File: src/shared/log_area_consts.vh
// Constants for the recorder log area formatter: disk addresses,
// area sizes, byte positions inside a sector and fixed byte values.
// Assumes inclusion by bare name from every design file that needs it.
`ifndef LOG_AREA_CONSTS_VH
`define LOG_AREA_CONSTS_VH

// Error-correction block address range of the log area
`define LOG_AREA_ADDR_HI 24'hFFDFC3
`define LOG_AREA_ADDR_LO 24'hFFDD07

// Sizes in bytes and sectors
`define SECTOR_BYTES 12'h800
`define SECTORS_PER_SET 5'h10
`define LEADIN_BYTES 16'h8000
`define RESERVED_BYTES 16'h4000
`define RESERVED_SECTORS 4'h8

// Identity unit: writer-chosen ranges, all other bytes zero
`define ID_MAKER_A_LO 11'h000
`define ID_MAKER_A_HI 11'h01F
`define ID_SERIAL_LO 11'h028
`define ID_SERIAL_HI 11'h037
`define ID_MODEL_LO 11'h040
`define ID_MODEL_HI 11'h04F
`define ID_MAKER_B_LO 11'h058
`define ID_MAKER_B_HI 11'h069

// Log data set sector numbers
`define SEC_LINK_LOSS 4'h0
`define SEC_GENERAL 4'h1

// General sector byte positions
`define GEN_FMT_HI 11'h000
`define GEN_FMT_LO 11'h001
`define GEN_STATUS 11'h002
`define GEN_MAKER_LO 11'h004
`define GEN_MAKER_HI 11'h015
`define GEN_TAG1 11'h016
`define GEN_TAG2 11'h01E
`define GEN_TAG3 11'h026
`define GEN_TAG4 11'h02E
`define GEN_TAG5 11'h036
`define GEN_COPY_END 11'h03C
// Zero bytes that close the copied subblocks
`define GEN_PAD1 11'h01D
`define GEN_PAD2 11'h025
`define GEN_PAD3 11'h02D
`define GEN_PAD4 11'h035

// Fixed byte values
`define LOG_FORMAT_WORD 16'h0001
`define STATUS_EMPTY 8'h00
`define STATUS_ONE_PASS 8'h01
`define STATUS_INCR 8'h02
`define STATUS_FINAL 8'h03
`define ZERO_BYTE 8'h00
`define TAG1 8'h01
`define TAG2 8'h02
`define TAG3 8'h03
`define TAG4 8'h04
`define TAG5 8'h05

`endif

File: src/core/log_byte_source.v
// Byte map of the recorder log area: for one sector and byte offset it
// gives the byte to record and whether that byte has a required value.
// Assumes the caller supplies the writer-chosen bytes for the position.
`timescale 1ns/1ps
`include "log_area_consts.vh"

module log_byte_source (
  // Position
  input wire data_set,
  input wire [3:0] sector,
  input wire [10:0] offset,
  // Writer-chosen and controller values
  input wire [7:0] status,
  input wire [7:0] id_byte,
  input wire [7:0] gen_byte,
  input wire [7:0] field_byte,
  // Result
  output reg [7:0] exp_byte,
  output reg exp_fixed,
  output reg at_status,
  output reg needs_field
);

  function in_range;
    input [10:0] o;
    input [10:0] lo;
    input [10:0] hi;
    begin
      in_range = (o >= lo) && (o <= hi);
    end
  endfunction

  wire [15:0] fmt = `LOG_FORMAT_WORD;

  ////////////////////////////////////////////////////////////////////////
  // Position decode; everything not named below is a zero byte
  always @* begin
    exp_byte = `ZERO_BYTE;
    exp_fixed = 1'b1;
    at_status = 1'b0;
    needs_field = 1'b0;
    if (!data_set) begin
      if (sector >= `RESERVED_SECTORS) begin
        // Same table for all eight units keeps them identical
        if (in_range(offset, `ID_MAKER_A_LO, `ID_MAKER_A_HI) ||
            in_range(offset, `ID_SERIAL_LO, `ID_SERIAL_HI) ||
            in_range(offset, `ID_MODEL_LO, `ID_MODEL_HI) ||
            in_range(offset, `ID_MAKER_B_LO, `ID_MAKER_B_HI)) begin
          exp_byte = id_byte;
          exp_fixed = 1'b0;
        end
      end
    end else if (sector == `SEC_GENERAL) begin
      case (offset)
        `GEN_FMT_HI: exp_byte = fmt[15:8];
        `GEN_FMT_LO: exp_byte = fmt[7:0];
        `GEN_STATUS: begin
          exp_byte = status;
          exp_fixed = 1'b0;
          at_status = 1'b1;
        end
        `GEN_TAG1: exp_byte = `TAG1;
        `GEN_TAG2: exp_byte = `TAG2;
        `GEN_TAG3: exp_byte = `TAG3;
        `GEN_TAG4: exp_byte = `TAG4;
        `GEN_TAG5: exp_byte = `TAG5;
        default: begin
          // Zero holes at 3, 29, 37, 45, 53 and from 61 on
          if (in_range(offset, `GEN_MAKER_LO, `GEN_COPY_END) &&
              offset != `GEN_PAD1 && offset != `GEN_PAD2 &&
              offset != `GEN_PAD3 && offset != `GEN_PAD4) begin
            exp_byte = gen_byte;
            exp_fixed = 1'b0;
          end
        end
      endcase
    end else if (sector != `SEC_LINK_LOSS) begin
      exp_byte = field_byte;
      exp_fixed = 1'b0;
      needs_field = 1'b1;
    end
  end

endmodule

File: src/core/recorder_log_area_formatter.v
// Recorder log area formatter: builds the log lead-in block and the
// sixteen-sector log data sets byte by byte, or checks them on read-back.
// Assumes one byte clock; controller and channel logic share that clock.
`timescale 1ns/1ps
`include "log_area_consts.vh"

module recorder_log_area_formatter #(
  parameter SECTOR_BYTES = 2048,
  parameter SECTORS = 16,
  parameter TABLE_DEPTH = 128
) (
  // Clock and reset
  input wire ref_clk,
  input wire rst_n,
  // Block request from the controller
  input wire start,
  input wire data_set,
  input wire check_mode,
  input wire incremental,
  input wire [23:0] block_addr,
  input wire [7:0] disk_status,
  // Table load: identity unit bytes and general sector bytes
  input wire id_wr_en,
  input wire gen_wr_en,
  input wire [6:0] table_addr,
  input wire [7:0] table_data,
  // Log field bytes for sectors 2 to 15
  input wire [7:0] field_data,
  input wire field_valid,
  output wire field_ready,
  // Byte stream to the channel encoder
  output reg [7:0] out_data,
  output reg out_valid,
  input wire out_ready,
  output reg out_first,
  output reg out_last,
  output reg [3:0] out_sector,
  // Read-back stream in check mode
  input wire [7:0] rb_data,
  input wire rb_valid,
  output wire rb_ready,
  // Status
  output reg busy,
  output reg done,
  output reg rejected,
  output reg check_error,
  output reg single_sector_linking,
  output reg [23:0] ecc_addr
);

  localparam IDLE = 2'b00;
  localparam RUN = 2'b01;
  localparam DRAIN = 2'b10;

  ////////////////////////////////////////////////////////////////////////
  // Helpers

  function status_ok;
    input [7:0] s;
    begin
      status_ok = (s == `STATUS_EMPTY) || (s == `STATUS_ONE_PASS) ||
        (s == `STATUS_INCR) || (s == `STATUS_FINAL);
    end
  endfunction

  function addr_ok;
    input [23:0] a;
    begin
      addr_ok = (a <= `LOG_AREA_ADDR_HI) && (a >= `LOG_AREA_ADDR_LO);
    end
  endfunction

  ////////////////////////////////////////////////////////////////////////
  // State

  reg [1:0] state;
  reg [1:0] next_state;
  reg mode_data;
  reg mode_check;
  reg [7:0] status_held;
  reg [3:0] sector;
  reg [10:0] offset;
  reg [7:0] id_mem [0:TABLE_DEPTH-1];
  reg [7:0] gen_mem [0:TABLE_DEPTH-1];

  wire [7:0] exp_byte;
  wire exp_fixed;
  wire at_status;
  wire needs_field;
  wire last_byte;
  wire last_sector;
  wire stage_free;
  wire advance;
  wire byte_bad;

  ////////////////////////////////////////////////////////////////////////
  // Tables written by the controller
  // Writes while busy are dropped so every identity unit in a block
  // sees the same bytes, even if software reloads mid-block.
  always @(posedge ref_clk) begin
    if (id_wr_en && state == IDLE) begin
      id_mem[table_addr] <= table_data;
    end
    if (gen_wr_en && state == IDLE) begin
      gen_mem[table_addr] <= table_data;
    end
  end

  ////////////////////////////////////////////////////////////////////////
  // Byte map

  log_byte_source u_map (
    .data_set(mode_data),
    .sector(sector),
    .offset(offset),
    .status(status_held),
    .id_byte(id_mem[offset[6:0]]),
    .gen_byte(gen_mem[offset[6:0]]),
    .field_byte(field_data),
    .exp_byte(exp_byte),
    .exp_fixed(exp_fixed),
    .at_status(at_status),
    .needs_field(needs_field)
  );

  ////////////////////////////////////////////////////////////////////////
  // Handshakes
  // The output stage holds one byte; it refills as it is taken, so a
  // ready channel sees one byte per clock with no bubble.
  assign stage_free = !out_valid || out_ready;
  assign last_byte = (offset == SECTOR_BYTES - 1);
  assign last_sector = (sector == SECTORS - 1);

  assign field_ready = (state == RUN) && !mode_check && needs_field &&
    stage_free;
  assign rb_ready = (state == RUN) && mode_check;

  assign advance = (state == RUN) && (mode_check ? rb_valid :
    (stage_free && (!needs_field || field_valid)));

  // A required byte that reads back different, or an undefined status
  assign byte_bad = (exp_fixed && rb_data != exp_byte) ||
    (at_status && !status_ok(rb_data));

  ////////////////////////////////////////////////////////////////////////
  // Sequencer state

  always @* begin
    next_state = state;
    case (state)
      IDLE: begin
        if (start && status_ok(disk_status) && addr_ok(block_addr)) begin
          next_state = RUN;
        end
      end
      RUN: begin
        if (advance && last_byte && last_sector) begin
          next_state = DRAIN;
        end
      end
      DRAIN: begin
        // Done only once the channel has taken the final byte
        if (!out_valid || out_ready) begin
          next_state = IDLE;
        end
      end
      default: next_state = IDLE;
    endcase
  end

  always @(posedge ref_clk) begin
    if (!rst_n) begin
      state <= IDLE;
    end else begin
      state <= next_state;
    end
  end

  ////////////////////////////////////////////////////////////////////////
  // Request capture, address and position counters

  always @(posedge ref_clk) begin
    if (!rst_n) begin
      mode_data <= 1'b0;
      mode_check <= 1'b0;
      status_held <= `STATUS_EMPTY;
      sector <= 4'h0;
      offset <= 11'h000;
      ecc_addr <= 24'h000000;
      single_sector_linking <= 1'b0;
    end else if (state == IDLE) begin
      if (start && status_ok(disk_status) &&
          addr_ok(block_addr)) begin
        mode_data <= data_set;
        mode_check <= check_mode;
        status_held <= disk_status;
        ecc_addr <= block_addr;
        // Appended data sets link one sector at a time
        single_sector_linking <= data_set && incremental;
        sector <= 4'h0;
        offset <= 11'h000;
      end
    end else if (advance) begin
      if (last_byte) begin
        offset <= 11'h000;
        sector <= sector + 4'h1;
      end else begin
        offset <= offset + 11'h001;
      end
    end
  end

  ////////////////////////////////////////////////////////////////////////
  // Output stage toward the channel encoder

  always @(posedge ref_clk) begin
    if (!rst_n) begin
      out_data <= `ZERO_BYTE;
      out_valid <= 1'b0;
      out_first <= 1'b0;
      out_last <= 1'b0;
      out_sector <= 4'h0;
    end else if (advance && !mode_check) begin
      // Reserved half and all zero holes come straight from the map
      out_data <= exp_byte;
      out_valid <= 1'b1;
      out_first <= (offset == 11'h000);
      out_last <= last_byte;
      out_sector <= sector;
    end else if (out_ready) begin
      out_valid <= 1'b0;
      out_first <= 1'b0;
      out_last <= 1'b0;
    end
  end

  ////////////////////////////////////////////////////////////////////////
  // Status outputs
  // The check flag is sticky until the next accepted request so a slow
  // controller still sees a single bad byte in a long block.

  always @(posedge ref_clk) begin
    if (!rst_n) begin
      busy <= 1'b0;
      done <= 1'b0;
      rejected <= 1'b0;
      check_error <= 1'b0;
    end else begin
      busy <= (next_state != IDLE);
      done <= (state == DRAIN) && (next_state == IDLE);
      rejected <= (state == IDLE) && start &&
        !(status_ok(disk_status) && addr_ok(block_addr));
      if (advance && mode_check && byte_bad) begin
        check_error <= 1'b1;
      end else if (state == IDLE && start && status_ok(disk_status) &&
          addr_ok(block_addr)) begin
        check_error <= 1'b0;
      end
    end
  end

endmodule

File: config.mk
export PLATFORM = sky130hd
export DESIGN_NAME = recorder_log_area_formatter
export DESIGN_NICKNAME = d
export VERILOG_FILES = /design/src/core/log_byte_source.v /design/src/core/recorder_log_area_formatter.v
export VERILOG_INCLUDE_DIRS = /design/src /design/src/shared
export SDC_FILE = /design/constraint.sdc
export NUM_CORES = 2
export LEC_CHECK = 0
export ABC_CLOCK_PERIOD_IN_PS = 3700
export BUFFER_PORTS_ARGS = -buffer_cell sky130_fd_sc_hd__clkbuf_2
export CAP_MARGIN = 10
export CORE_ASPECT_RATIO = 1.75
export CORE_MARGIN = 3
export CORE_UTILIZATION = 45
export CTS_CLUSTER_SIZE = 16
export DETAILED_ROUTE_END_ITERATION = 8
export HOLD_SLACK_MARGIN = 0.03
export PLACE_DENSITY = 0.63
export SETUP_SLACK_MARGIN = 0.4
export SYNTH_ARGS = -nofsm -noshare
export SYNTH_HDL_FRONTEND = slang
export SYNTH_HIERARCHICAL = 1
export SYNTH_SLANG_ARGS = --single-unit
File: constraint.sdc
create_clock -name ref_clk -period 3.7 [get_ports ref_clk]
set_clock_uncertainty 0.2 [all_clocks]
set_input_delay 0.74 -clock ref_clk [delete_from_list [all_inputs] [get_ports ref_clk]]
set_output_delay 0.74 -clock ref_clk [all_outputs]
set_load 0.05 [all_outputs]
==> results.cfg <==
[floorplan]
coreArea_um2 = 182000
die_w_um = 330
rows = 207
die_h_um = 573
initial_utilization_pct = 45.4
ios = 120
dieArea_um2 = 189000

[routing]
avgRoutedWirePerCell_um = 28.8
ant_nets = 0
drtIter0Drc = 3762
vias_per_cell = 5.77
vias = 41900
postRouteWirelength_mm = 209
dr.pass1.iters = 8
route.detailed.drc = 0

[sta]
worstMarginPinSlew_ns = 1.04
fin_hold_ws_ns = 0.119
relSlewSlack_pct = 30.6
postLayoutSetupSlackWorst_ns = -0.485
finalSetupTns_ns = -0.643
min_period_over_period_pct = 113
finalMaxSlewViolations = 0
setup_viol = 4
rsz0062_at_grt = true
period_needed_ns = 4.18
timing.fmax_ghz = 0.239
final_hold_viol_count = 0

[run]
maxCapViolations = 0

[synthesis]
ys.flop_type = edfxtp_1
ys_top_cells_by_area = edfxtp_1 (74%), mux4_2 (14%), dfxtp_1 (1.9%), mux2i_1 (1.7%), nor2_1 (1.6%)
syn_area_um2 = 82600
avgSynthCellArea_um2 = 20.7
syn_nets = 4073
synth_edf_count = 2048
synth_top_area_cell = edfxtp_1
yosysSeqAreaShare_pct = 76.4
async_reset_ff_share_pct = 0
syn-instance-count = 3996
netlist-cell-type-count = 78
yosysWarnings = 6
synth_top_area_share_pct = 74.5
ys_seq_elements = 2126

[worst_setup_path]
start_kind = register
crit_fanout = 22
crit_arrival_ns = 4.67
required_ns = 4.19
r2r-end = check_error
critical_path_class = register to register
reg2reg_depth = 15
worstSetupEndpointType = register
rrSetupSlack_ns = -0.48

[placement]
dp_hpwl_mm = 142
portBuffers = 119
gp_congestion = 0.861

[grt]
antenna_found_initial = 8
grt_max_degree = 119
grt.overflow.total = 0
first_global_vias = 44200
grt_pass1_wl_mm = 303
grtUsageTotal_pct = 22.2

[worst_hold_path]
min_path_cells = 4
hold_end = out_valid
hold_path.class = input port to register
hold_start = field_valid

[clock_tree]
cts-root-buf = clkbuf_16
cts_num_sinks = 2126
clockBufferDepth = 4
cts_tree = built
clk_latency_ns = 0.80
path_clk_slew_ns = 0.07
ctsHtreeMaxLevel = 4
cts-buffers-inserted = 183

[power_and_ir_drop]
peakVddDrop_v = 0.000374
power.leakage_nw = 30.3
power.density_nw_per_um2 = 470

[outcome]
status = complete, but fails checks
violations = setup timing

[layout]
nets = 4792
mostFrequentLayoutCells = edfxtp_1 (2,048), buf_4 (525), mux4_2 (512)
drive_gt1_share_pct = 33.0
final_util_pct = 53.4
layout_commonest_cell = edfxtp_1
area_growth_pct = 17.8
[power breakdown]
group          switching, mW  internal (mW)  total [mW]  leakage, nW
Sequential            0.0103           26.4        26.4         19.0
Combinational          0.597          0.144       0.742         8.48
Clock                   8.38           10.3        18.6         2.76
Total                   8.98           36.8        45.8         30.3
[logic make-up after synthesis]
| group | Yosys count | synth area share (%) |
|---|---|---|
| xor+xnor | 11 | 0.117 |
| compound gates | 321 | 2.70 |
| mux | 653 | 15.7 |
| simple gates | 643 | 3.51 |
| buf+inv | 239 | 1.59 |
| flops | 2126 | 76.4 |
| fa+ha+maj | 3 | 0.0455 |
[final cells by class]
| type | instances | area, um^2 |
|---|---|---|
| multi-input combinational | 1631 | 18600 |
| inverter | 6 | 22.5 |
| sequential | 2126 | 63100 |
| clock inverter | 99 | 863 |
| clock buffer | 224 | 4800 |
| tap | 2403 | 3010 |
| antenna | 8 | 20.0 |
| timing repair buffer | 767 | 6900 |
| fill | 13800 | 84800 |
[metal layers]
metal / global-route usage (%) / routed length (um) / up-vias
met5: 0 / 0 / -
met4: 12.3 / 13900 / 0
met3: 2.93 / 11000 / 471
met2: 41.1 / 114000 / 1441
met1: 24.4 / 70200 / 22100
li1: - / - / 18000
[how the worst max path moves through the flow]
stage | to | depth (start not counted) | slack (ns) | start
detailed placement | check_error | 14 | -0.87 | register
finish | check_error | 15 | -0.48 | register
global placement | check_error | 15 | -1.16 | register
floorplan | check_error | 16 | 0.40 | register
global route | check_error | 15 | -0.56 | register
CTS | check_error | 15 | -0.50 | register
[sequential cells by signal, summed over array words and instances (netlist names), named ones only]
name and flops:
gen_mem 1024, out_data 8, check_error 1, busy 1, out_valid 1, out_first 1
out_sector 4, out_last 1, done 1, mode_check 1, ecc_addr 24, single_sector_linking 1
sector 4, mode_data 1, offset 11, status_held 8, rejected 1, state 2
id_mem 1024
[through the flow]
stage	total power [mW]	cell area, um^2	cells	setup slack (ns)
CTS	46.1	97000	7237	-0.495
finish	45.8	97300	7264	-0.485
global placement	27.6	90300	6861	-1.16
floorplan	27.0	82600	3996	0.401
global route	47.0	97300	7259	-0.555
detailed placement	27.7	90300	6862	-0.875
[critical path, cell delays in order, from the launching register on]
cell and delay [ns]:
dfxtp_4 0.45, buf_12 0.19, buf_4 0.14, buf_12 0.21, mux4_2 0.58, o22ai_1 0.22
a211oi_1 0.14, nand2_1 0.23, nand4_1 0.16, a22o_1 0.27, a221o_1 0.31, xor2_1 0.18
nor4_1 0.29, a21boi_1 0.14, o2111ai_1 0.23, a21oi_1 0.10
[synth_stat cells (all sizes together) (9+ instances only)]
master,instances
o21ai,38
edfxtp,2048
nand4,24
mux4,512
and3,17
clkbuf,89
nor2,348
a211oi,33
xor2,9
a21oi,49
buf,144
nor4,28
a2111oi,16
o211ai,35
nand2,142
a22oi,18
o22ai,87
dfxtp,78
nand3,21
nor2b,16
mux2i,140
[repair_timing]
| action | CTS | global route |
|---|---|---|
| pin swaps | 33 | 14 |
| setup endpoints to repair | 10 | 10 |
| hold buffers | 18 | 0 |
| hold endpoints to repair | 18 | 0 |
| gates resized for setup | 108 | 23 |
| buffers inserted | 29 | 19 |
| cloned | 5 | 0 |
No activity file was read; power rests on OpenSTA's default activity.
